[config.mk]
export PLATFORM = sky130hd
export DESIGN_NAME = msc_sideband_ctrl
export DESIGN_NICKNAME = d
export VERILOG_FILES = /design/src/common/msc_pkg.sv /design/src/rtl/msc_pin_sync.sv /design/src/rtl/msc_reset_seq.sv /design/src/rtl/msc_sideband_ctrl.sv
export SDC_FILE = /design/constraint.sdc
export NUM_CORES = 1
export LEC_CHECK = 0
export ABC_AREA = 0
export BUFFER_PORTS_ARGS = -buffer_cell sky130_fd_sc_hd__buf_2
export CORE_AREA = 2 2 78 117
export CTS_CLUSTER_SIZE = 24
export DETAILED_ROUTE_END_ITERATION = 16
export DIE_AREA = 0 0 80 119
export PLACE_DENSITY_LB_ADDON = 0.05
export SETUP_SLACK_MARGIN = 0.4
export SYNTH_ARGS = -nofsm -noshare
export SYNTH_HDL_FRONTEND = slang
export SYNTH_SLANG_ARGS = --single-unit
[constraint.sdc]
create_clock -name clk_i -period 2.27 [get_ports clk_i]
set_input_delay 0.1135 -clock clk_i [delete_from_list [all_inputs] [get_ports clk_i]]
set_output_delay 0.1135 -clock clk_i [all_outputs]
set_load 0.02 [all_outputs]
[src/common/msc_pkg.sv]
// Shared constants, types and register map of the sideband control block
package msc_pkg;
    // Clock and timing
    localparam int unsigned MSC_CLK_PERIOD_NS = 40;
    localparam int unsigned MSC_RESET_PULSE_MIN_NS = 10000;
    localparam int unsigned MSC_RESET_PULSE_MIN_CYC =
        (MSC_RESET_PULSE_MIN_NS + MSC_CLK_PERIOD_NS - 1) / MSC_CLK_PERIOD_NS;
    localparam int unsigned MSC_RESET_SETTLE_NS = 2000000;
    localparam int unsigned MSC_RESET_SETTLE_CYC = MSC_RESET_SETTLE_NS / MSC_CLK_PERIOD_NS;
    localparam int unsigned MSC_CNT_W = 24;

    // Register byte offsets
    localparam logic [11:0] MSC_ADDR_STATUS = 12'h000;
    localparam logic [11:0] MSC_ADDR_CLEAR = 12'h004;
    localparam logic [11:0] MSC_ADDR_ENABLE = 12'h008;
    localparam logic [11:0] MSC_ADDR_CONTROL = 12'h00C;
    localparam logic [11:0] MSC_ADDR_STATE = 12'h010;

    // Event bits of status, clear and enable
    localparam int unsigned MSC_EV_W = 3;
    localparam int unsigned MSC_EV_DONE = 0;
    localparam int unsigned MSC_EV_FAULT = 1;
    localparam int unsigned MSC_EV_LP = 2;
    localparam logic [MSC_EV_W-1:0] MSC_EV_RST = 3'h0;

    // Control bits (user settings)
    localparam int unsigned MSC_CTRL_W = 2;
    localparam int unsigned MSC_CTRL_FAULT = 0;
    localparam int unsigned MSC_CTRL_LP = 1;
    localparam logic [MSC_CTRL_W-1:0] MSC_CTRL_RST = 2'h0;

    // State register bits
    localparam int unsigned MSC_ST_W = 5;
    localparam int unsigned MSC_ST_PENDING = 0;
    localparam int unsigned MSC_ST_LOWPWR = 1;
    localparam int unsigned MSC_ST_SELECTED = 2;
    localparam int unsigned MSC_ST_INT_PIN = 3;
    localparam int unsigned MSC_ST_RST_PIN = 4;

    // Sampled sideband pins
    typedef struct packed {
        logic select_n;
        logic reset_n;
        logic low_power;
        logic scl;
        logic sda;
        logic int_n;
    } msc_pins_s;
    localparam msc_pins_s MSC_PINS_RST = 6'h37;

    typedef enum logic [1:0] {
        MSC_SEQ_SETTLE,
        MSC_SEQ_RUN,
        MSC_SEQ_LOW
    } msc_seq_e;
endpackage : msc_pkg

[src/rtl/msc_pin_sync.sv]
// Three-stage pin synchroniser, output follows once stages two and three agree
`timescale 1ns/1ps
module msc_pin_sync
    import msc_pkg::*;
(
    input wire logic clk_i,
    input wire logic rst_n_i,
    input wire msc_pins_s d_i,
    output msc_pins_s q_o
);
    genvar g;
    for (g = 0; g < $bits(msc_pins_s); g++)
    begin : g_bit
        logic s1;
        logic s2;
        logic s3;
        logic q;
        logic next_q;
        always_comb
        begin
            next_q = (s2 == s3) ? s3 : q;
        end
        always_ff @(posedge clk_i)
        begin
            if (!rst_n_i)
            begin
                s1 <= MSC_PINS_RST[g];
                s2 <= MSC_PINS_RST[g];
                s3 <= MSC_PINS_RST[g];
                q <= MSC_PINS_RST[g]; // Select idles deselected
            end
            else
            begin
                s1 <= d_i[g];
                s2 <= s1;
                s3 <= s2;
                q <= next_q;
            end
        end
        assign q_o[g] = q;
    end
endmodule : msc_pin_sync

[src/rtl/msc_reset_seq.sv]
// Module reset sequencer: pulse qualification, settle timing, completion
`timescale 1ns/1ps
module msc_reset_seq
    import msc_pkg::*;
#(
    parameter int unsigned SETTLE_CYCLES = MSC_RESET_SETTLE_CYC
)
(
    input wire logic clk_i,
    input wire logic rst_n_i,
    input wire logic reset_pin_n_i,
    output logic pending_o,
    output logic defaults_o,
    output logic done_o
);
    localparam logic [MSC_CNT_W-1:0] PULSE = MSC_CNT_W'(MSC_RESET_PULSE_MIN_CYC);
    localparam logic [MSC_CNT_W-1:0] SETTLE_LAST = MSC_CNT_W'(SETTLE_CYCLES - 1);

    msc_seq_e state;
    msc_seq_e next_state;
    logic [MSC_CNT_W-1:0] cnt;
    logic [MSC_CNT_W-1:0] next_cnt;
    logic next_pending;
    logic next_defaults;
    logic next_done;

    always_comb
    begin
        next_state = state;
        next_cnt = cnt;
        next_pending = pending_o;
        next_defaults = 1'b0;
        next_done = 1'b0;
        // Pending drops in the update that posts completion
        if (done_o)
        begin
            next_pending = 1'b0;
        end
        case (state)
            MSC_SEQ_SETTLE:
            begin
                if (!reset_pin_n_i)
                begin
                    next_state = MSC_SEQ_LOW;
                    next_cnt = '0;
                end
                else if (cnt == SETTLE_LAST)
                begin
                    // Completion pulse, posted on the interrupt pin next
                    next_state = MSC_SEQ_RUN;
                    next_done = 1'b1;
                    next_cnt = '0;
                end
                else
                begin
                    next_cnt = cnt + 1'b1;
                end
            end
            MSC_SEQ_RUN:
            begin
                if (!reset_pin_n_i)
                begin
                    next_state = MSC_SEQ_LOW;
                    next_cnt = '0;
                end
            end
            MSC_SEQ_LOW:
            begin
                if (reset_pin_n_i)
                begin
                    // Settle time counts from the releasing edge
                    next_state = pending_o ? MSC_SEQ_SETTLE : MSC_SEQ_RUN;
                    next_cnt = '0;
                end
                else if (cnt != PULSE)
                begin
                    next_cnt = cnt + 1'b1;
                end
                else if (!pending_o)
                begin
                    // Long enough low: full reset, defaults restored
                    next_pending = 1'b1;
                    next_defaults = 1'b1;
                end
            end
            default:
            begin
                next_state = MSC_SEQ_RUN;
            end
        endcase
    end

    always_ff @(posedge clk_i)
    begin
        if (!rst_n_i)
        begin
            // Power-up starts a settle by itself
            state <= MSC_SEQ_SETTLE;
            cnt <= '0;
            pending_o <= 1'b1;
            defaults_o <= 1'b0;
            done_o <= 1'b0;
        end
        else
        begin
            state <= next_state;
            cnt <= next_cnt;
            pending_o <= next_pending;
            defaults_o <= next_defaults;
            done_o <= next_done;
        end
    end
endmodule : msc_reset_seq

[src/rtl/msc_sideband_ctrl.sv]
// Sideband pin control of a pluggable module with an APB register slave
// Operation
// - With the select pin low, 2-wire traffic passes to the management slave.
// - With the select pin high, 2-wire traffic is ignored and no reply is driven.
// - The select pin reads as high out of reset, so the module starts deselected.
// - A reset pin low longer than the minimum pulse, with init not pending, restores the control settings.
// - The settle interval starts at the rising edge that ends the reset pulse.
// - Completion is signalled by pulling the interrupt pin with init pending clear.
// - After power-up the completion interrupt is posted without a reset pulse.
// - The low-power request pin puts the module into its reduced-power state.
// - The interrupt pin is pulled low while a completion or a fault is posted.
// - The interrupt pin is only pulled low or released, never driven high.
`timescale 1ns/1ps
module msc_sideband_ctrl
    import msc_pkg::*;
#(
    parameter int unsigned SETTLE_CYCLES = MSC_RESET_SETTLE_CYC
)
(
    input wire logic clk_i,
    input wire logic rst_n_i,
    input wire logic psel_i,
    input wire logic penable_i,
    input wire logic pwrite_i,
    input wire logic [11:0] paddr_i,
    input wire logic [31:0] pwdata_i,
    output logic [31:0] prdata_o,
    output logic pready_o,
    output logic pslverr_o,
    input wire logic module_select_n_i,
    input wire logic module_reset_n_i,
    input wire logic low_power_request_i,
    input wire logic scl_i,
    input wire logic sda_i,
    output logic sda_o,
    output logic sda_oe_o,
    input wire logic interrupt_out_n_i,
    output logic interrupt_out_n_o,
    output logic interrupt_out_oe_o,
    input wire logic twi_sda_pull_i,
    output logic twi_scl_o,
    output logic twi_sda_o,
    input wire logic fault_event_i,
    output logic settings_default_o,
    output logic init_pending_o,
    output logic low_power_mode_o,
    output logic irq_o
);
    msc_pins_s pins_raw;
    msc_pins_s pins;
    logic seq_pending;
    logic seq_defaults;
    logic seq_done;

    logic [MSC_EV_W-1:0] status;
    logic [MSC_EV_W-1:0] next_status;
    logic [MSC_EV_W-1:0] enable;
    logic [MSC_EV_W-1:0] next_enable;
    logic [MSC_CTRL_W-1:0] control;
    logic [MSC_CTRL_W-1:0] next_control;
    logic [MSC_EV_W-1:0] events;
    logic [MSC_EV_W-1:0] clear_mask;
    logic next_lp;
    logic next_int_oe;
    logic next_irq;
    logic next_sda_oe;
    logic next_twi_scl;
    logic next_twi_sda;
    logic [31:0] next_prdata;
    logic next_pready;
    logic next_slverr;
    logic access;
    logic wr;
    logic [MSC_ST_W-1:0] state_word;

    always_comb
    begin
        pins_raw = '{select_n: module_select_n_i, reset_n: module_reset_n_i,
                     low_power: low_power_request_i, scl: scl_i, sda: sda_i,
                     int_n: interrupt_out_n_i};
    end

    // Pin sampling fast enough for a 400 kHz 2-wire clock
    msc_pin_sync u_sync (
        .clk_i(clk_i),
        .rst_n_i(rst_n_i),
        .d_i(pins_raw),
        .q_o(pins)
    );

    msc_reset_seq #(
        .SETTLE_CYCLES(SETTLE_CYCLES)
    ) u_seq (
        .clk_i(clk_i),
        .rst_n_i(rst_n_i),
        .reset_pin_n_i(pins.reset_n),
        .pending_o(seq_pending),
        .defaults_o(seq_defaults),
        .done_o(seq_done)
    );

    assign settings_default_o = seq_defaults;
    assign init_pending_o = seq_pending;

    // APB handshake, one wait state per access
    assign access = psel_i && penable_i && pready_o;
    assign wr = access && pwrite_i;

    always_comb
    begin
        state_word = '0;
        state_word[MSC_ST_PENDING] = seq_pending;
        state_word[MSC_ST_LOWPWR] = low_power_mode_o;
        state_word[MSC_ST_SELECTED] = !pins.select_n;
        state_word[MSC_ST_INT_PIN] = pins.int_n;
        state_word[MSC_ST_RST_PIN] = pins.reset_n;
        next_pready = psel_i && penable_i && !pready_o;
        next_prdata = 32'h0000_0000;
        next_slverr = 1'b0;
        if (next_pready)
        begin
            case (paddr_i)
                MSC_ADDR_STATUS: next_prdata = 32'(status);
                MSC_ADDR_CLEAR: next_prdata = 32'h0000_0000;
                MSC_ADDR_ENABLE: next_prdata = 32'(enable);
                MSC_ADDR_CONTROL: next_prdata = 32'(control);
                MSC_ADDR_STATE: next_prdata = 32'(state_word);
                default: next_slverr = 1'b1;
            endcase
        end
    end

    always_ff @(posedge clk_i)
    begin
        if (!rst_n_i)
        begin
            pready_o <= 1'b0;
            prdata_o <= 32'h0000_0000;
            pslverr_o <= 1'b0;
        end
        else
        begin
            pready_o <= next_pready;
            prdata_o <= next_prdata;
            pslverr_o <= next_slverr;
        end
    end

    // Settings, events, interrupt and pin drive
    always_comb
    begin
        next_control = control;
        if (wr && paddr_i == MSC_ADDR_CONTROL)
        begin
            next_control = pwdata_i[MSC_CTRL_W-1:0];
        end
        if (seq_defaults)
        begin
            next_control = MSC_CTRL_RST;
        end
        next_enable = enable;
        if (wr && paddr_i == MSC_ADDR_ENABLE)
        begin
            next_enable = pwdata_i[MSC_EV_W-1:0];
        end
        clear_mask = '0;
        if (wr && paddr_i == MSC_ADDR_CLEAR)
        begin
            clear_mask = pwdata_i[MSC_EV_W-1:0];
        end
        // Low-power request or software force
        next_lp = pins.low_power || next_control[MSC_CTRL_LP];
        events = '0;
        events[MSC_EV_DONE] = seq_done;
        events[MSC_EV_FAULT] = fault_event_i ||
            (next_control[MSC_CTRL_FAULT] && !control[MSC_CTRL_FAULT]);
        events[MSC_EV_LP] = next_lp != low_power_mode_o;
        // Set wins over a clear in the same cycle
        next_status = (status & ~clear_mask) | events;
        next_irq = |(next_status & next_enable);
        // Pin pulled while completion or fault is posted
        next_int_oe = next_status[MSC_EV_DONE] || next_status[MSC_EV_FAULT];
        // Deselected: bus idles high toward the slave, no reply driven
        next_twi_scl = pins.select_n ? 1'b1 : pins.scl;
        next_twi_sda = pins.select_n ? 1'b1 : pins.sda;
        next_sda_oe = !pins.select_n && twi_sda_pull_i;
    end

    always_ff @(posedge clk_i)
    begin
        if (!rst_n_i)
        begin
            control <= MSC_CTRL_RST;
            enable <= MSC_EV_RST;
            status <= MSC_EV_RST;
            low_power_mode_o <= 1'b0;
            irq_o <= 1'b0;
            interrupt_out_oe_o <= 1'b0;
            interrupt_out_n_o <= 1'b0;
            sda_o <= 1'b0;
            sda_oe_o <= 1'b0;
            twi_scl_o <= 1'b1;
            twi_sda_o <= 1'b1;
        end
        else
        begin
            control <= next_control;
            enable <= next_enable;
            status <= next_status;
            low_power_mode_o <= next_lp;
            irq_o <= next_irq;
            interrupt_out_oe_o <= next_int_oe;
            interrupt_out_n_o <= 1'b0; // Open drain, never driven high
            sda_o <= 1'b0;
            sda_oe_o <= next_sda_oe;
            twi_scl_o <= next_twi_scl;
            twi_sda_o <= next_twi_sda;
        end
    end
endmodule : msc_sideband_ctrl

; Word level (Yosys, flattened, before mapping)
; Cells that the tools add are included.
[op_classes]
n_addsub = 1
eq_ne = 19
mux = 25
bitwise = 6
n_reduce_logical = 26
[op_table]
columns = operator, n
row1 = $mux 24, 5
row2 = $pmux 24 s3, 1
row3 = $add 24x1->24 const B, 1
row4 = $eq 12x4->1 const B, 2
row5 = $eq 24x16->1 const B, 1
row6 = $ne 24x8->1 const B, 1
row7 = $pmux 5 s4, 1
row8 = $eq 12x3->1 const B, 1
row9 = $eq 12x5->1 const B, 1
row10 = $logic_not 12->1, 1
row11 = $mux 2, 6
row12 = $logic_and 1x1->1, 9
row13 = $mux 1, 9
row14 = $reduce_and 3->1, 3
row15 = $and 3x3->3, 2
row16 = $eq 1x1->1, 6
row17 = $mux 3, 2
row18 = $ne 3x2->1 const B, 2
row19 = $pmux 2 s3, 1
row20 = $reduce_or 5->1, 1
row21 = $ne 2x2->1 const B, 2
row22 = $reduce_or 4->1, 1
row23 = $logic_not 1->1, 3
row24 = $logic_or 1x1->1, 3
row25 = other kinds (11), 12
[word_totals]
reg_bits = 101
in_bits = 57
out_inout_bits = 44

; Depth between registers and ports, before layout
[logic_depth]
depth_word = 11
depth_mapped = 9
depth_no_buf = 8

; Hierarchy
; A second synthesis with hierarchy kept.
[unflattened]
hier_cells = 379
area_unflattened_um2 = 3562.2
[modules_own_cells]
columns = module, instances, cells_each, area_per_inst_um2, seq_area_each_um2
row1 = msc_reset_seq, 1, 180, 1621.6, 580.6
row2 = msc_sideband_ctrl, 1, 131, 1197.4, 420.4
row3 = msc_pin_sync, 1, 68, 743.2, 480.5

; Worst setup path after synthesis
; No wires, ideal clock.
[synth_timing]
path_kind = reg2reg
startpoint = reg pready_o
endpoint = reg irq_o
setup_ns = 0.122
arrival_ns = 2.299
required_time_ns = 2.148
slack_ns = -0.151
path_stages_with_launch = 7
cell_sequence = dfxtp_1 > or4b_1 > nor4_4 > nand2_1 > a211oi_2 > mux2_4 > a221o_1
[synth_via]
elab_chain_cells = 10
word_cells_on_any_way = 18
cone_classes = eq/ne: 1 / mux: 4 / bitwise: 4 / reduce/logical: 9
[synth_lines]
columns = item, line_no
row1 = "start, declared", msc_sideband_ctrl.sv:28  ; output logic pready_o,
row2 = "start signal, assigned", msc_sideband_ctrl.sv:143  ; pready_o <= next_pready;
row3 = $logic_and 1x1->1 (*), msc_sideband_ctrl.sv:106  ; assign access = psel_i && penable_i && pready_o;
row4 = $logic_and 1x1->1 (*), msc_sideband_ctrl.sv:107  ; assign wr = access && pwrite_i;
row5 = $logic_and 1x1->1, msc_sideband_ctrl.sv:153  ; if (wr && paddr_i == MSC_ADDR_CONTROL)
row6 = $mux 2, msc_sideband_ctrl.sv:153
row7 = $mux 2, msc_sideband_ctrl.sv:157  ; if (seq_defaults)
row8 = $logic_or 1x1->1 or $logic_and 1x1->1 (tied branches), "msc_sideband_ctrl.sv:172, msc_sideband_ctrl.sv:176"
row9 = $ne 1x1->1 or $logic_or 1x1->1 (tied branches), "msc_sideband_ctrl.sv:177, msc_sideband_ctrl.sv:175"
row10 = $or 3x3->3, msc_sideband_ctrl.sv:179  ; next_status = (status & ~clear_mask) | events;
row11 = $and 3x3->3 (*), msc_sideband_ctrl.sv:180  ; next_irq = |(next_status & next_enable);
row12 = $reduce_or 3->1 (*), msc_sideband_ctrl.sv:180
row13 = "end signal, assigned", msc_sideband_ctrl.sv:211  ; irq_o <= next_irq;
row14 = "end, declared", msc_sideband_ctrl.sv:47  ; output logic irq_o
; Mark *: on every way between the ends. The rest lies on a longest branch, timed or not.
; A chain may end at the register's enable or synchronous reset.

; Final worst setup path
; Ends and elaborated chain as after synthesis.

==> flow_summary.json <==
{
  "n_fill_cell": 842,
  "dr.first_iter.drc_count": 72,
  "yosysSeqAreaShare_pct": 44.7,
  "drtPass1Iterations": 4,
  "postSynthAreaPerCell_um2": 8.79,
  "drive_gt1_share_pct": 33.7,
  "grt_pass1_vias": 2591,
  "synth_cells": 377,
  "drv_slew": 0,
  "run_status": "finished clean",
  "wl_met1_um": 3040,
  "fin_skew_ps": 7.70,
  "yosysWarnings": 0,
  "htree_levels": 3,
  "worst_ep_required_time_ps": 2490,
  "numCtsBuffers": 9,
  "grt_pass1_wl_um": 11900,
  "drc_errors": 0,
  "hold_viol": 0,
  "fmax_mhz": 464,
  "fin_total_pwr_w": 0.00334,
  "cp_slowest_stage_delay_ps": 470,
  "cts.sinks": 74,
  "grt_max_degree": 33,
  "met2_length_um": 4120,
  "cap_violations": 0,
  "path_class": "reg2reg",
  "wirelength_um": 7520,
  "finalCoreUtilization_pct": 51.9,
  "syn_area_mm2": 0.00331,
  "cts_tree": "done",
  "grtUsageTotal_pct": 16.2,
  "multi_input_area_mm2": 0.00189,
  "area.sequential_mm2": 0.00150,
  "peakVddDrop_uv": 421,
  "synth.ff_latch_count": 74,
  "route.met3.wl_um": 235,
  "post-place-cells": 532,
  "die_h_um": 119,
  "dp_hpwl_um": 4970,
  "synth_cell_types": 52,
  "io_buffer_count": 42,
  "syn_to_final_growth_pct": 34.8,
  "period_share_pct": 95.0,
  "antenna_left": 0,
  "cp-start-kind": "register",
  "rsz0062_at_grt": "true",
  "synth_flop_cell": "dfxtp_1",
  "dp_slack_ps": 5.46,
  "routed_via_density": 4.76,
  "antenna_found_initial": 0,
  "top_layer": "met4",
  "routedWlPerCell_um": 13.2,
  "design.die.area_mm2": 0.00952,
  "final_cell_mix": "dfxtp_1 (62), buf_2 (42), nor2_1 (36), conb_1 (29), buf_4 (25)",
  "cts_buffer_depth": 2,
  "cp-end-kind": "register",
  "grt_overflow": 0,
  "rows": 42,
  "arrival_ps": 2370,
  "pwr_density_cell_mw_per_mm2": 746,
  "final_nets": 518,
  "instances_no_fill": 570,
  "dr_total_vias": 2713,
  "layout_setup_ws_ps": 115,
  "synthArstFlopShare_pct": 0,
  "antennaDiodeCount": 0,
  "crit_slowest_cell": "or4b_4",
  "gp_congestion": 0.832,
  "initial_core_util_pct": 38.5,
  "final.setup.tns_ps": 0,
  "path_delay_family": "simple AND/OR/NAND/NOR gates",
  "critPathMaxFanout": 3,
  "critical_path.startpoint": "pready_o$_SDFF_PN0_",
  "hp-start": "twi_sda_pull_i",
  "cts.clk_slew.worst_paths_ps": 60,
  "core_mm2": 0.00862,
  "synth_edf_count": 0,
  "layout_min_cycle_time_ps": 2160,
  "cts_root_buf": "clkbuf_16",
  "cp.buffers_inverters": 0,
  "ios": 101,
  "crit_chain": "or4b_4 > nor4_4 > nand2_2 > a211oi_4 > mux2_4 > a221o_1",
  "leakagePower_nw": 1.80,
  "layout.cells.most_common": "dfxtp_1",
  "die_width_um": 80,
  "worstSkewPairLatency_ps": 330,
  "finalSetupViolations": 0,
  "hold_path.class": "in2reg",
  "r2r-start": "pready_o$_SDFF_PN0_"
}
-- layout make-up --
cell class | instances | area share, %
sequential | 74 | 33.7
clock inverter | 7 | 1.68
tap | 110 | 3.08
timing repair buffer | 80 | 13.2
clock buffer | 9 | 5.04
inverter | 12 | 1.01
multi-input combinational | 278 | 42.3
-- routing by layer --
metal	GRT usage (%)	up-vias
met5	0	-
met4	6.99	0
met3	3.41	11
met2	29.2	50
met1	17.7	1266
li1	-	1386
-- registers in the layout, summed over array words and instances, names as in the netlist, 2 cells and up --
name,count
u_seq.cnt,24
u_sync.g_bit.q,6
u_sync.g_bit.s1,6
u_sync.g_bit.s2,6
u_sync.g_bit.s3,6
prdata_o,5
enable,3
status,3
control,2
u_seq.state,2
-- stage by stage --
stage | hold slack, ps | instance area (um^2)
after detailed placement | 300 | 3650
final | 45.4 | 4470
after CTS | 30.1 | 4210
after global placement | 294 | 3650
after global routing | 48.4 | 4470
after floorplan | 215 | 3470
-- worst register-to-register path, cell delays in order (launching register included) --
cell      delay [ps]
dfxtp_4          340
or4b_4           470
nor4_4           200
nand2_2          120
a211oi_4         300
mux2_4           340
a221o_1          290
-- cells in the mapped netlist (all sizes together) (6+ instances only) --
| cell | count | share of area [%] |
|---|---|---|
| a21oi | 17 | 2.6 |
| and2 | 8 | 1.5 |
| buf | 32 | 7.1 |
| clkbuf | 9 | 1.6 |
| dfxtp | 74 | 45 |
| ha | 6 | 2.3 |
| inv | 12 | 1.4 |
| nand2 | 27 | 3.1 |
| nand2b | 18 | 3.4 |
| nand3 | 18 | 2.7 |
| nand4 | 9 | 1.7 |
| nor2 | 51 | 5.8 |
| nor3 | 7 | 1.1 |
| nor4 | 8 | 2.0 |
| o21ai | 14 | 2.1 |
| xnor2 | 11 | 2.9 |
| xor2 | 10 | 2.6 |
-- repair_timing --
item                                    in CTS  in global routing
resized for setup                           24                 52
buffers inserted                             8                  5
pin swaps                                   10                 24
hold endpoints to repair                     6                  0
gates cloned                                 2                  1
endpoints found under the setup margin      26                 30
hold buffers                                 6                  0
-- path summary, 6_finish.rpt --
| check | endpoint | slack [ps] | cells after the start |
|---|---|---|---|
| worst min register to register | u_sync.g_bit[2].s2$_SDFF_PN1_ | 400 | 1 |
| worst min-delay path | sda_oe_o$_SDFF_PN0_ | 50 | 2 |
| worst max-delay path | irq_o$_SDFF_PN0_ | 110 | 6 |
| worst max register to register | irq_o$_SDFF_PN0_ | 110 | 6 |
-- logic make-up (layout without fill, tap and decap cells) --
kind of cell,count (synthesis),after routing,share of synthesized area (%)
adder cells (fa/ha/maj),6,6,2.26
AND/OR/NAND/NOR,170,170,26.9
multiplexers,7,7,2.30
XOR/XNOR,21,21,5.55
AO/OA/AOI/OAI,45,45,8.12
other,1,29,0.113
buffers and inverters,53,108,10.1
flip-flops,74,74,44.7
-- where the power goes --
| group | internal (W) | switching [W] |
|---|---|---|
| logic | 0.000252 | 0.000290 |
| registers | 0.00134 | 0.0000357 |
| clock network | 0.000858 | 0.000561 |
(Power assumes the default switching activity.)
